### config.mk
export PLATFORM = sky130hd
export DESIGN_NAME = swgp_regs
export DESIGN_NICKNAME = d
export VERILOG_FILES = /design/src/core/swgp_pkg.sv /design/src/core/swgp_regs.sv /design/src/core/swgp_sleep_timer.sv /design/src/core/swgp_sync.sv
export VERILOG_INCLUDE_DIRS = /design/src /design/src/core
export SDC_FILE = /design/constraint.sdc
export NUM_CORES = 1
export LEC_CHECK = 0
export ABC_CLOCK_PERIOD_IN_PS = 2500
export BUFFER_PORTS_ARGS = -buffer_cell sky130_fd_sc_hd__buf_2
export CORE_UTILIZATION = 43
export CTS_CLUSTER_DIAMETER = 40
export DETAILED_ROUTE_END_ITERATION = 8
export SYNTH_ARGS = -nofsm -noshare
export SYNTH_HDL_FRONTEND = slang
export SYNTH_HIERARCHICAL = 1
export SYNTH_SLANG_ARGS = --single-unit
### constraint.sdc
create_clock -name clk_sys -period 2.5 [get_ports clk_sys]
set_clock_uncertainty 0.2 [all_clocks]
set_input_delay 0.25 -clock clk_sys [delete_from_list [all_inputs] [get_ports clk_sys]]
set_output_delay 0.25 -clock clk_sys [all_outputs]
set_load 0.02 [all_outputs]
### src/core/swgp_map.svh
// register map, field positions, reset values and timing counts
`ifndef SWGP_MAP_SVH
`define SWGP_MAP_SVH
// ************************************************************
// register offsets
// ************************************************************
`define SWGP_OFS_GCTL   8'h0c
`define SWGP_OFS_FTEST  8'h0d
`define SWGP_OFS_PMC    8'h0e
`define SWGP_OFS_SLEEP  8'h0f
// ************************************************************
// field positions
// ************************************************************
`define SWGP_GCTL_RMII  6
`define SWGP_GCTL_CLKH  5
`define SWGP_GCTL_CLKL  4
`define SWGP_GCTL_PRE   2
`define SWGP_GCTL_TAIL  1
`define SWGP_GCTL_PFC   0
`define SWGP_PMC_PLL    5
`define SWGP_PMC_MODEH  4
`define SWGP_PMC_MODEL  3
// ************************************************************
// reset values and timing
// ************************************************************
`define SWGP_RST_CLKSEL 2'h1
`define SWGP_RST_PRE    1'h1
`define SWGP_RST_SLEEP  8'h50
`define SWGP_RST_FTEST  8'h00
`define SWGP_UNIT_MS    20
`define SWGP_CLK_MHZ    125
`define SWGP_UNIT_CYC   (`SWGP_UNIT_MS * 1000 * `SWGP_CLK_MHZ)
`define SWGP_SPD_SETTLE 4'h8
`endif

### src/core/swgp_pkg.sv
// types shared by the global power control block
package swgp_pkg;
  typedef enum logic [1:0] {
    SWGP_PM_NORMAL,
    SWGP_PM_ENERGY,
    SWGP_PM_SOFT_PD,
    SWGP_PM_SAVE
  } swgp_pm_e;
  typedef enum logic [1:0] {
    SWGP_CLK_41M,
    SWGP_CLK_83M,
    SWGP_CLK_125M,
    SWGP_CLK_RSVD
  } swgp_clk_e;
  typedef struct packed {
    logic        rmii_clk_mode;
    swgp_clk_e   clk_sel;
    logic        restore_pre;
    logic        tail_tag;
    logic        pass_fc;
    logic        pll_pd;
    swgp_pm_e    pm_mode;
    logic [7:0]  sleep_dly;
    logic        spd_arm;
    logic [3:0]  spd_cnt;
    logic        soft_pd;
    logic [7:0]  rdata;
    logic        rvalid;
  } swgp_main_s;
endpackage

### src/core/swgp_regs.sv
// global control and power management registers of the switch
`include "swgp_map.svh"

// Behaviour
// - port-5 reduced MAC clock mode is a read-only status caught from a strap.
// - two-bit field picks management clock; 01 after reset, 11 reserved.
// - restore-preamble bit, reset 1, makes port-five PHY regenerate 10 Mb/s preamble.
// - tail-tag bit set inserts one byte before FCS on port 5 only.
// - pass-flow-control bit set forwards flow-control packets; clear discards them.
// - PLL power-down bit 1 stops the PLL; reset 0 keeps it running.
// - mode field: 00 normal, 01 energy detect, 10 soft down, 11 saving.
// - power mode resets from strap: pull-up normal, pull-down energy detect.
// - sleep-delay register resets to 0x50, 80 units, 1.6 seconds.
module swgp_regs
  import swgp_pkg::*;
#(
  parameter int TICK_CYC = `SWGP_UNIT_CYC
) (
  input  wire logic              clk_sys,
  input  wire logic              srst,
  input  wire logic [7:0]        reg_addr,
  input  wire logic              reg_wr,
  input  wire logic              reg_rd,
  input  wire logic [7:0]        reg_wdata,
  output logic [7:0]             reg_rdata,
  output logic                   reg_rvalid,
  input  wire logic              strap_rmii_clk_mode,
  input  wire logic              strap_pm_normal,
  input  wire logic              energy_det,
  output logic                   port5_rmii_clk_mode,
  output swgp_pkg::swgp_clk_e    mgmt_clk_sel,
  output logic                   port_five_phy_restore_pre,
  output logic                   port5_tail_tag_en,
  output logic                   pass_flow_ctrl,
  output logic                   pll_power_down,
  output swgp_pkg::swgp_pm_e     pm_mode,
  output logic                   soft_power_down,
  output logic                   low_power
);
  import swgp_pkg::*;

  // ************************************************************
  // declarations
  // ************************************************************
  swgp_main_s st_r;
  swgp_main_s st_nxt;
  logic [1:0] strap_q;
  logic       energy_q;
  logic       wr_gctl;
  logic       wr_pmc;
  logic       wr_sleep;
  logic       rd_pmc;
  logic [1:0] wr_clk;
  logic [1:0] wr_mode;
  logic       tmr_low;

  if (TICK_CYC < 2) begin : g_chk
    $error("swgp_regs: TICK_CYC must be at least 2");
  end

  // ************************************************************
  // pin synchronisers
  // ************************************************************
  swgp_sync #(
    .W (2)
  ) u_strap_sync (
    .clk_sys (clk_sys),
    .d       ({strap_rmii_clk_mode, strap_pm_normal}),
    .q       (strap_q)
  );

  swgp_sync #(
    .W (1)
  ) u_energy_sync (
    .clk_sys (clk_sys),
    .d       (energy_det),
    .q       (energy_q)
  );

  // ************************************************************
  // address decode
  // ************************************************************
  // write strobes for the control, power and sleep registers; read strobe for the power register only
  always_comb begin
    wr_gctl  = 1'b0;
    wr_pmc   = 1'b0;
    wr_sleep = 1'b0;
    rd_pmc   = 1'b0;
    if (reg_addr == `SWGP_OFS_GCTL) begin
      wr_gctl = reg_wr;
    end else if (reg_addr == `SWGP_OFS_PMC) begin
      wr_pmc = reg_wr;
      rd_pmc = reg_rd;
    end else if (reg_addr == `SWGP_OFS_SLEEP) begin
      wr_sleep = reg_wr;
    end
  end

  // written field values
  assign wr_clk  = reg_wdata[`SWGP_GCTL_CLKH:`SWGP_GCTL_CLKL];
  assign wr_mode = reg_wdata[`SWGP_PMC_MODEH:`SWGP_PMC_MODEL];

  // ************************************************************
  // register state
  // ************************************************************
  // next state of the control bits, soft power-down and read data
  always_comb begin
    st_nxt        = st_r;
    st_nxt.rvalid = reg_rd;
    // control fields of the global control register
    if (wr_gctl) begin
      if (wr_clk != 2'(SWGP_CLK_RSVD)) begin
        st_nxt.clk_sel = swgp_clk_e'(wr_clk);
      end
      st_nxt.restore_pre = reg_wdata[`SWGP_GCTL_PRE];
      st_nxt.tail_tag    = reg_wdata[`SWGP_GCTL_TAIL];
      st_nxt.pass_fc     = reg_wdata[`SWGP_GCTL_PFC];
    end
    // soft power-down settles only while nobody reads the mode back
    if (st_r.spd_arm) begin
      if (rd_pmc) begin
        st_nxt.spd_arm = 1'b0;
      end else if (st_r.spd_cnt == `SWGP_SPD_SETTLE) begin
        st_nxt.spd_arm = 1'b0;
        st_nxt.soft_pd = 1'b1;
      end else begin
        st_nxt.spd_cnt = st_r.spd_cnt + 4'h1;
      end
    end
    // power management register write
    if (wr_pmc) begin
      st_nxt.pll_pd  = reg_wdata[`SWGP_PMC_PLL];
      st_nxt.pm_mode = swgp_pm_e'(wr_mode);
      st_nxt.spd_cnt = 4'h0;
      st_nxt.spd_arm = (wr_mode == 2'(SWGP_PM_SOFT_PD));
      if (wr_mode != 2'(SWGP_PM_SOFT_PD)) begin
        st_nxt.soft_pd = 1'b0;
      end
    end
    if (wr_sleep) begin
      st_nxt.sleep_dly = reg_wdata;
    end
    // read data; unmapped and reserved bits read zero
    st_nxt.rdata = 8'h00;
    if (reg_rd) begin
      if (reg_addr == `SWGP_OFS_GCTL) begin
        st_nxt.rdata[`SWGP_GCTL_RMII] = st_r.rmii_clk_mode;
        st_nxt.rdata[`SWGP_GCTL_CLKH:`SWGP_GCTL_CLKL] = st_r.clk_sel;
        st_nxt.rdata[`SWGP_GCTL_PRE]  = st_r.restore_pre;
        st_nxt.rdata[`SWGP_GCTL_TAIL] = st_r.tail_tag;
        st_nxt.rdata[`SWGP_GCTL_PFC]  = st_r.pass_fc;
      end else if (reg_addr == `SWGP_OFS_FTEST) begin
        st_nxt.rdata = `SWGP_RST_FTEST;
      end else if (reg_addr == `SWGP_OFS_PMC) begin
        st_nxt.rdata[`SWGP_PMC_PLL] = st_r.pll_pd;
        st_nxt.rdata[`SWGP_PMC_MODEH:`SWGP_PMC_MODEL] = st_r.pm_mode;
      end else if (reg_addr == `SWGP_OFS_SLEEP) begin
        st_nxt.rdata = st_r.sleep_dly;
      end
    end
  end

  // reset loads documented defaults and the strap levels
  always_ff @(posedge clk_sys) begin
    if (srst) begin
      st_r               <= '0;
      st_r.rmii_clk_mode <= strap_q[1];
      st_r.clk_sel       <= swgp_clk_e'(`SWGP_RST_CLKSEL);
      st_r.restore_pre   <= `SWGP_RST_PRE;
      st_r.pm_mode       <= strap_q[0] ? SWGP_PM_NORMAL : SWGP_PM_ENERGY;
      st_r.sleep_dly     <= `SWGP_RST_SLEEP;
    end else begin
      st_r <= st_nxt;
    end
  end

  // ************************************************************
  // energy detect sleep timer
  // ************************************************************
  swgp_sleep_timer #(
    .TICK_CYC (TICK_CYC)
  ) u_sleep (
    .clk_sys   (clk_sys),
    .srst      (srst),
    .enable    (st_r.pm_mode == SWGP_PM_ENERGY),
    .energy    (energy_q),
    .delay     (st_r.sleep_dly),
    .low_power (tmr_low)
  );

  // ************************************************************
  // outputs
  // ************************************************************
  // control outputs straight from the register state
  assign reg_rdata                 = st_r.rdata;
  assign reg_rvalid                = st_r.rvalid;
  assign port5_rmii_clk_mode       = st_r.rmii_clk_mode;
  assign mgmt_clk_sel              = st_r.clk_sel;
  assign port_five_phy_restore_pre = st_r.restore_pre;
  assign port5_tail_tag_en         = st_r.tail_tag;
  assign pass_flow_ctrl            = st_r.pass_fc;
  assign pll_power_down            = st_r.pll_pd;
  assign pm_mode                   = st_r.pm_mode;
  assign soft_power_down           = st_r.soft_pd;
  assign low_power                 = tmr_low;
endmodule

### src/core/swgp_sleep_timer.sv
// energy-detect sleep delay timer
`include "swgp_map.svh"
module swgp_sleep_timer #(
  parameter int TICK_CYC = `SWGP_UNIT_CYC
) (
  input  wire logic       clk_sys,
  input  wire logic       srst,
  input  wire logic       enable,
  input  wire logic       energy,
  input  wire logic [7:0] delay,
  output logic            low_power
);
  localparam int PW = (TICK_CYC < 2) ? 1 : $clog2(TICK_CYC);
  typedef struct packed {
    logic [PW-1:0] pre;
    logic [7:0]    units;
    logic          low;
  } swgp_tmr_s;
  swgp_tmr_s st_r;
  swgp_tmr_s st_nxt;

  if (TICK_CYC < 2) begin : g_chk
    $error("swgp_sleep_timer: TICK_CYC must be at least 2");
  end

  // count whole units of quiet line, restart on energy
  always_comb begin
    st_nxt = st_r;
    if (!enable || energy) begin
      st_nxt.pre   = '0;
      st_nxt.units = '0;
      st_nxt.low   = 1'b0;
    end else if (!st_r.low) begin
      if (st_r.units >= delay) begin
        st_nxt.low = 1'b1;
      end else if (st_r.pre == PW'(TICK_CYC - 1)) begin
        st_nxt.pre   = '0;
        st_nxt.units = st_r.units + 8'h01;
      end else begin
        st_nxt.pre = st_r.pre + PW'(1);
      end
    end
  end

  always_ff @(posedge clk_sys) begin
    if (srst) begin
      st_r <= '0;
    end else begin
      st_r <= st_nxt;
    end
  end

  assign low_power = st_r.low;
endmodule

### src/core/swgp_sync.sv
// two flip-flop synchroniser for pin inputs
module swgp_sync #(
  parameter int W = 1
) (
  input  wire logic         clk_sys,
  input  wire logic [W-1:0] d,
  output logic [W-1:0]      q
);
  typedef struct packed {
    logic [W-1:0] s1;
    logic [W-1:0] s2;
  } swgp_sync_s;
  swgp_sync_s st_r;
  swgp_sync_s st_nxt;

  if (W < 1) begin : g_chk
    $error("swgp_sync: width must be at least 1");
  end

  // first stage is read only by the second
  always_comb begin
    st_nxt    = st_r;
    st_nxt.s1 = d;
    st_nxt.s2 = st_r.s1;
  end

  // data pipeline, no reset needed
  always_ff @(posedge clk_sys) begin
    st_r <= st_nxt;
  end

  assign q = st_r.s2;
endmodule

Word-level counts from Yosys, hierarchy flattened

Cells that the tools add are included.

Flip-flop bits (word level): 69
Bits of input ports: 23
Output and inout bits: 20
Logic and storage cells: 87

Add/subtract/negate cells: 3
$lt $le $gt $ge: 1
Equality and inequality tests: 10
Muxes and demuxes: 33
Bitwise logic cells: 6
Reduce and logical (&&, ||, !) cells: 12

Operator list:

| kind                  | count |
|---|---|
| $eq 8x4->1 const B    | 4 |
| $mux 8                | 4 |
| $mux 25               | 1 |
| $add 22x1->22 const B | 1 |
| $eq 22x22->1 const B  | 1 |
| $mux 22               | 1 |
| $mux 1                | 17 |
| $mux 3                | 4 |
| $mux 6                | 2 |
| $add 8x1->8 const B   | 1 |
| $ge 8x8->1            | 1 |
| $not 1->1             | 6 |
| $reduce_and 3->1      | 2 |
| $reduce_or 2->1       | 3 |
| $reduce_or 6->1       | 1 |
| $mux 5                | 1 |
| $add 4x1->4 const B   | 1 |
| $eq 4x4->1 const B    | 1 |
| $mux 2                | 2 |
| $mux 4                | 1 |
| $ne 2x2->1 const B    | 2 |
| $reduce_and 2->1      | 2 |
| $reduce_or 4->1       | 1 |
| $eq 2x1->1 const B    | 1 |
| 4 further kinds       | 4 |

Logic depth before layout (Yosys ltp)

Gate-level depths: netlist of the first run.

Word-level depth: 8
Mapped depth: 9
Gate-level depth less buffers: 7

By module

The synthesis of the first run kept the hierarchy.

Modules (own cells, without submodules):

| module                    | instances | cells each | area each (um^2) | sequential area each (um^2) |
|---|---|---|---|---|
| swgp_sleep_timer          | 1         | 252        | 1,989.4          | 620.6 |
| swgp_regs                 | 1         | 148        | 1,433.9          | 670.6 |
| swgp_sync (u_strap_sync)  | 1         | 4          | 80.1             | 80.1 |
| swgp_sync (u_energy_sync) | 1         | 2          | 40.0             | 40.0 |

Least setup slack after synthesis of the first run

No wires, ideal clock.

Kind: register -> register
From: reg, netlist name st_r[21]
To: reg u_sleep/st_r[19] (netlist name)
Library setup time: 74 ps
Data arrival time: 2,137 ps
Data required time: 2,226 ps
Slack: 88 ps
Cell stages (with the launch flop): 9
Buffers on the path: 1
Clock period less this slack: 2,412 ps
Cell sequence: dfxtp_1 > inv_1 > ha_1 > a21o_1 > a211o_1 > a21o_1 > buf_6 > or4b_2 > o21ai_0

RTL lines:

| item                 | line                   | RTL |
|---|---|---|
| to (signal assigned) | swgp_sleep_timer.sv:49 | `st_r <= st_nxt;` |
| to (decl)            | swgp_sleep_timer.sv:19 | `swgp_tmr_s st_r;` |

Worst setup path in the final report of the first run

From: reg u_sleep/st_r[20] (netlist name)
To: reg u_sleep/st_r[30] (netlist name)

Longest elaborated chain between the ends: 2
Elaborated cells on any way between the ends: 3
Those cells by class: 1 x add/sub; 1 x eq/ne; 1 x mux

Ends and longest elaborated chain:

| item                                                 | line                                           | RTL |
|---|---|---|
| $add 22x1->22 / $eq 22x22->1 (equally long branches) | swgp_sleep_timer.sv:40, swgp_sleep_timer.sv:36 |  |
| $mux 22 (*)                                          | swgp_sleep_timer.sv:36                         | `end else if (st_r.pre == PW'(TICK_CYC - 1)) begin` |

Every way passes the cells marked *; elsewhere a longest branch is shown, timed or not.
A chain may end at the register's enable or synchronous reset.

==> results.cfg, run 1 <==
[setup_path]
cp_data_arrival_time_ns = 2.51
start_kind = register
crit_start = u_sleep/st_r[20]
end_kind = register
r2r_start = u_sleep/st_r[20]
critPathKind = reg2reg
r2r_slack_ns = 0.06
cp.required_ns = 2.57
critPathMaxFanout = 6
r2r_end = u_sleep/st_r[30]
worstRegToRegCells = 5
cp-endpoint = u_sleep/st_r[30]

[floorplanning]
die_w_um = 92.8
io_pins = 43
rows = 32
core_sq_um = 7850
die_y_um = 92.8
start_util_pct = 45.2
die-area_sq_um = 8610

[sta]
period_minus_slack_ns = 2.44
worst_slew_pin_slew_ns = 0.506
rsz0062_at_grt = yes
finalHoldViolCount = 0
final-setup-viol-count = 0
slew_viol_final = 0
timing.final.ws_setup_ns = 0.0642
fmax_mhz = 411
min_period_over_period_pct = 97.4
max_slew_margin_pct = 66.0

[final_layout]
drive_gt1_share_pct = 24.7
fin_util_pct = 53.4
num_antenna_cells = 0
syn2layout_area_growth_pct = 18.3
final_nets = 500

[clocking]
cts_buffers = 9
cts_tree = built
clk_latency_ns = 0.34
cts_post_setup_buffers_inserted = 0
cts_sinks = 69
cts_buffer_depth = 2
cts.htree.levels = 3
clk_pin_slew_ns = 0.08
clockRootBuffer = clkbuf_8

[yosys]
synth_warnings = 6
synth_edf_count = 3
yosysSeqAreaShare_pct = 39.8
synthCells = 406
synth_top_flop_cell = dfxtp_1
synthArstFlopShare_pct = 0
yosysUniqueCellTypes = 58
ys_ff_latch = 69
syn_area_per_cell_sq_um = 8.73
synth_area_sq_um = 3540
synth_nets = 441

[global_routing]
antenna_found_initial = 0
grt_overflow = 0
grt.busiest_layer = met2
use_met1_pct = 28.4
grt_util_met3_pct = 4.27
grt_pass1_wl_mm = 14.4
grt_pass1_vias = 3033
grt_max_degree = 24
grtUsageMet2_pct = 33.2
track_usage_pct = 20.8

[flow_run]
maxCapViolCount = 0

[route]
first_iter_violations = 200
drc = 0
antenna_left = 0
vias = 3217
first_pass_iters = 5
routed_via_density = 5.62
drt-total-wl_mm = 8.50
wire_per_inst_um = 14.9

[min_path]
holdPathStages = 3
hp-class = in2reg

[placement]
routabilityCongestion = 0.921
dp_hpwl_mm = 6.08
io_buffers = 42
pre_cts_ws_ns = 0.0472

[power]
peakVddDrop_v = 0.000498
p_total_mw = 2.12
p_per_area_nw_per_um2 = 506
leakagePower_nw = 1.59

[run_status]
status = complete, no violations
==> how the worst min path moves through the flow <==
stage,slack (ns),startpoint,endpoint
after floorplan,0.08,energy_det,u_energy_sync/st_nxt[0]
after global placement,0.11,u_energy_sync/st_nxt[0],u_energy_sync/q
after detailed placement,0.11,u_strap_sync/st_nxt[0],u_strap_sync/q[0]
after CTS,0.007,reg_wdata[3],st_r[18]
after global routing,0.06,reg_wdata[3],st_r[18]
final,0.008,reg_wdata[3],st_r[18]
==> power breakdown <==
group          internal, mW  total, mW  switching (mW)  leakage, nW
registers              1.12       1.12         0.00558        0.565
clock network         0.462      0.897           0.435        0.101
logic                0.0450      0.100          0.0553        0.929
==> registers in the layout, indices dropped and copies added, names as in the netlist <==
signal and flops:
port5_rmii_clk_mode 1, reg_rvalid 1, port5_tail_tag_en 1, u_energy_sync/q 1, mgmt_clk_sel 2, u_strap_sync/q 2
u_strap_sync/st_nxt 2, u_sleep/low_power 1, pass_flow_ctrl 1, port_five_phy_restore_pre 1, reg_rdata 8, soft_power_down 1
pll_power_down 1, pm_mode 2, u_sleep/st_r 30, st_r 13, u_energy_sync/st_nxt 1
==> Yosys cell counts, drive strengths merged, types with 4 or more instances <==
cell / count / area, sq um
mux2i: 13 / 130
or4b: 4 / 40.0
nand2: 33 / 124
nor3: 15 / 80.1
nand3: 23 / 115
nor2b: 5 / 31.3
and4: 5 / 46.3
a21oi: 30 / 150
a211o: 4 / 35.0
o22ai: 4 / 25.0
o21ai: 22 / 110
or3: 7 / 46.3
buf: 23 / 178
a22oi: 4 / 30.0
nor2: 34 / 128
a21o: 4 / 30.0
o31ai: 5 / 37.5
nand4: 12 / 75.1
a31o: 4 / 35.0
or4: 13 / 110
and2: 4 / 25.0
dfxtp: 66 / 1320
inv: 14 / 52.6
clkbuf: 10 / 37.5
ha: 12 / 150
==> layout by cell type (no fill, tap or decap), types with 3 or more instances in the layout <==
cell           Yosys  routed
a211o_1            4       4
a21o_1             4       4
a21oi_1           30      30
a22oi_1            4       4
a31o_2             4       4
and2_1             4       4
and3_1             3       3
and4_1             3       3
buf_2              4      42
buf_4             13      29
clkbuf_8           0       9
dfxtp_1           66      62
dfxtp_2            0       4
dlygate4sd3_1      0      11
edfxtp_1           3       3
ha_1              12      11
inv_1             14      14
mux2i_1           13      13
nand2_1           33      32
nand3_1           23      23
nand3b_1           3       3
nand4_1           12      12
nor2_1            34      34
nor2b_1            5       5
nor3_1            14      13
o21ai_0           22      20
o22ai_1            4       4
o31ai_1            5       5
or3_1              5       5
or4_1              9       9
or4_4              3       3
==> metal layers <==
layer / part of all wire, % / wire length, um / vias up
met5: 0 / 0 / -
li1: - / - / 1595
met4: 1.9 / 159 / 0
met1: 49 / 4170 / 1524
met2: 45 / 3840 / 80
met3: 3.8 / 324 / 18
==> kinds of logic after synthesis <==
family	Yosys count	share of synthesized area [%]
DFF	69	39.8
adders and majority gates	12	4.24
and+or+nand+nor	175	28.3
AOI/OAI and AO/OA	88	15.3
buffers and inverters	48	8.47
xor gates and xnor gates	1	0.247
muxes	13	3.67
==> timing repair <==
item	CTS	global route
hold buffers	11	0
hold endpoints to repair	14	0
resized for setup	0	11
endpoints found under the setup margin	0	13
==> area by class of cell <==
cell class,count,area (sq um)
Clock buffer,10,128
Timing Repair Buffer,82,538
Sequential cell,69,1420
Multi-Input combinational cell,289,1860
Tap cell,102,128
Fill cell,773,3660
Clock inverter,6,63.8
Inverter,14,52.6
==> through the flow <==
stage	cell area, sq um	instances	hold slack, ns	TNS [ns]
floorplan	3540	406	0.0777	0
finish	4190	572	0.00766	0
global placement	3860	545	0.112	0
CTS	4160	572	0.00702	0
global route	4190	572	0.0560	-0.0211
detailed placement	3860	545	0.112	0
==> critical path, stage by stage (launching register included) <==
cell and delay [ns]:
dfxtp_2 0.37, nand4_1 0.18, or4_4 0.58, or4_4 0.49, or4b_1 0.47, o21ai_1 0.09
(Power assumes the default switching activity.)
==> inputs of run 2 (changes only) <==
Settings changed: ABC_CLOCK_PERIOD_IN_PS 2500 to 2600.
Clock period 2.5 ns to 2.6 ns, I/O delays scaled along.
==> results.cfg, run 2 (same netlist as run 1, synthesis figures left out) <==
[setup_path]
cp.depth = 5
crit_chain = nand4_1, or4_4, or4_4, or4b_1, o21ai_0
crit_family = simple AND/OR/NAND/NOR gates
cp.required_ns = 2.67
r2r_end = u_sleep/st_r[30]
crit_start = u_sleep/st_r[12]
crit_buf_inv = 0
max_stage_delay_ns = 0.59
r2r_slack_ns = 0.12
start_kind = register
r2r_start = u_sleep/st_r[12]
critPathSlowestCell = or4_4
cp-endpoint = u_sleep/st_r[30]
cp_data_arrival_time_ns = 2.56
end_kind = register
critPathKind = reg2reg
critPathMaxFanout = 7
cp_common_cell = or4_4
worstRegToRegCells = 5

[flow_run]
maxCapViolCount = 0

[floorplanning]
rows = 32
core_sq_um = 7850
start_util_pct = 45.2
die_y_um = 92.8
die_w_um = 92.8
io_pins = 43
die-area_sq_um = 8610

[final_layout]
final_nets = 495
syn2layout_area_growth_pct = 16.4
final_common_cell = dfxtp_1
largest_register_ffs = 30
final_cell_mix = 65 x dfxtp_1, 42 x buf_2, 34 x nor2_1
fin_util_pct = 52.6
regMostFlops = u_sleep/st_r
drive_gt1_share_pct = 22.6
num_antenna_cells = 0

[sta]
min_period_over_period_pct = 95.5
max_slew_margin_pct = 64.7
period_minus_slack_ns = 2.48
rsz0062_at_grt = no
slew_viol_final = 0
final-setup-viol-count = 0
fmax_mhz = 403
worst_slew_pin_slew_ns = 0.525
fin_tns_setup_ns = 0
finalHoldViolCount = 0

[power]
switchingPower_mw = 0.477
p_per_area_nw_per_um2 = 470
p_seq_share_pct = 55.7
p_clk_share_pct = 39.3
internal-power_mw = 1.46
peakVddDrop_v = 0.000289
combPwrFrac_pct = 4.9
leakagePower_nw = 1.56
switching_share_pct = 24.6

[route]
antenna_left = 0
routed_via_density = 5.62
drt-total-wl_mm = 8.50
wire_per_inst_um = 15.0
first_iter_violations = 169
first_pass_iters = 5
vias = 3184
drc = 0

[placement]
routabilityCongestion = 0.866
dp_hpwl_mm = 5.99
io_buffers = 42

[clocking]
cts.htree.levels = 3
cts_buffer_depth = 2
clockRootBuffer = clkbuf_8
clk_latency_ns = 0.34
cts_tree = built
cts_sinks = 69
cts_post_setup_buffers_inserted = 0
cts_buffers = 9
clk_pin_slew_ns = 0.07

[global_routing]
grt_pass1_wl_mm = 14.6
antenna_found_initial = 0
grt_max_degree = 24
track_usage_pct = 21.4
grt_pass1_vias = 3019
grt_overflow = 0

[min_path]
min-delay-start = reg_addr[0]
hp-class = in2reg

[run_status]
status = complete, no violations
-- run 2: changes by cell type in the layout (fill, tap and decap cells not counted), sizes merged --
cell,delta
buf,-6
bufinv,-1
clkinv,-1
clkinvlp,+2
dlygate4sd3,+1
-- run 2: cell type report --
class | count | area, sq um
clock inverters | 6 | 40.0
well taps | 102 | 128
repair buffers | 77 | 515
fillers | 774 | 3720
inverters | 14 | 52.6
clock buffers | 10 | 128
multi-input cells | 289 | 1850
flip-flops and latches | 69 | 1410
-- run 2: how the worst min path moves through the flow --
stage / end / slack (ns) / cells after the start
finish: reg_rdata[7] / 0.07 / 3
global route: reg_rdata[7] / 0.06 / 3
CTS: reg_rdata[7] / 0.05 / 3
detailed placement: u_strap_sync/q[1] / 0.11 / 0
global placement: u_energy_sync/q / 0.11 / 0
floorplan: u_energy_sync/st_nxt[0] / 0.09 / 0
-- run 2: per-layer routing --
layer,GRT usage [%],up-vias,part of all wire (%)
li1,-,1584,-
met3,5.91,7,4.5
met5,0,-,0
met2,33.6,74,47
met4,4.62,0,0.65
met1,29.2,1519,48
-- run 2: power by group through the flow --
stage | Clock (mW) | Combinational (mW) | Sequential, mW
2_1_floorplan | 0 | 0.0466 | 1.10
3_3_place_gp | 0 | 0.0804 | 1.10
3_5_place_dp | 0 | 0.0812 | 1.10
4_1_cts | 0.803 | 0.0953 | 1.08
5_1_grt | 0.842 | 0.104 | 1.08
6_report | 0.763 | 0.0955 | 1.08
-- run 2: timing repair --
item / in CTS / in global routing
resized for setup: 0 / 5
setup endpoints to repair: 0 / 7
hold buffers: 12 / 0
hold endpoints to repair: 15 / 0
-- run 2: per-stage QoR --
step | setup WS (ns) | power, mW | cell area, sq um | cells | hold slack, ns
2_1_floorplan | 0.188 | 1.15 | 3540 | 406 | 0.0877
3_3_place_gp | 0.193 | 1.18 | 3820 | 539 | 0.111
3_5_place_dp | 0.134 | 1.19 | 3820 | 539 | 0.113
4_1_cts | 0.0877 | 1.98 | 4110 | 567 | 0.0487
5_1_grt | 0.00217 | 2.03 | 4120 | 567 | 0.0620
6_report | 0.117 | 1.94 | 4120 | 567 | 0.0733
-- run 2: tightest hold or removal path: stages --
cell	delay [ns]
buf_2	0.18
nand2_1	0.09
nor3_1	0.03
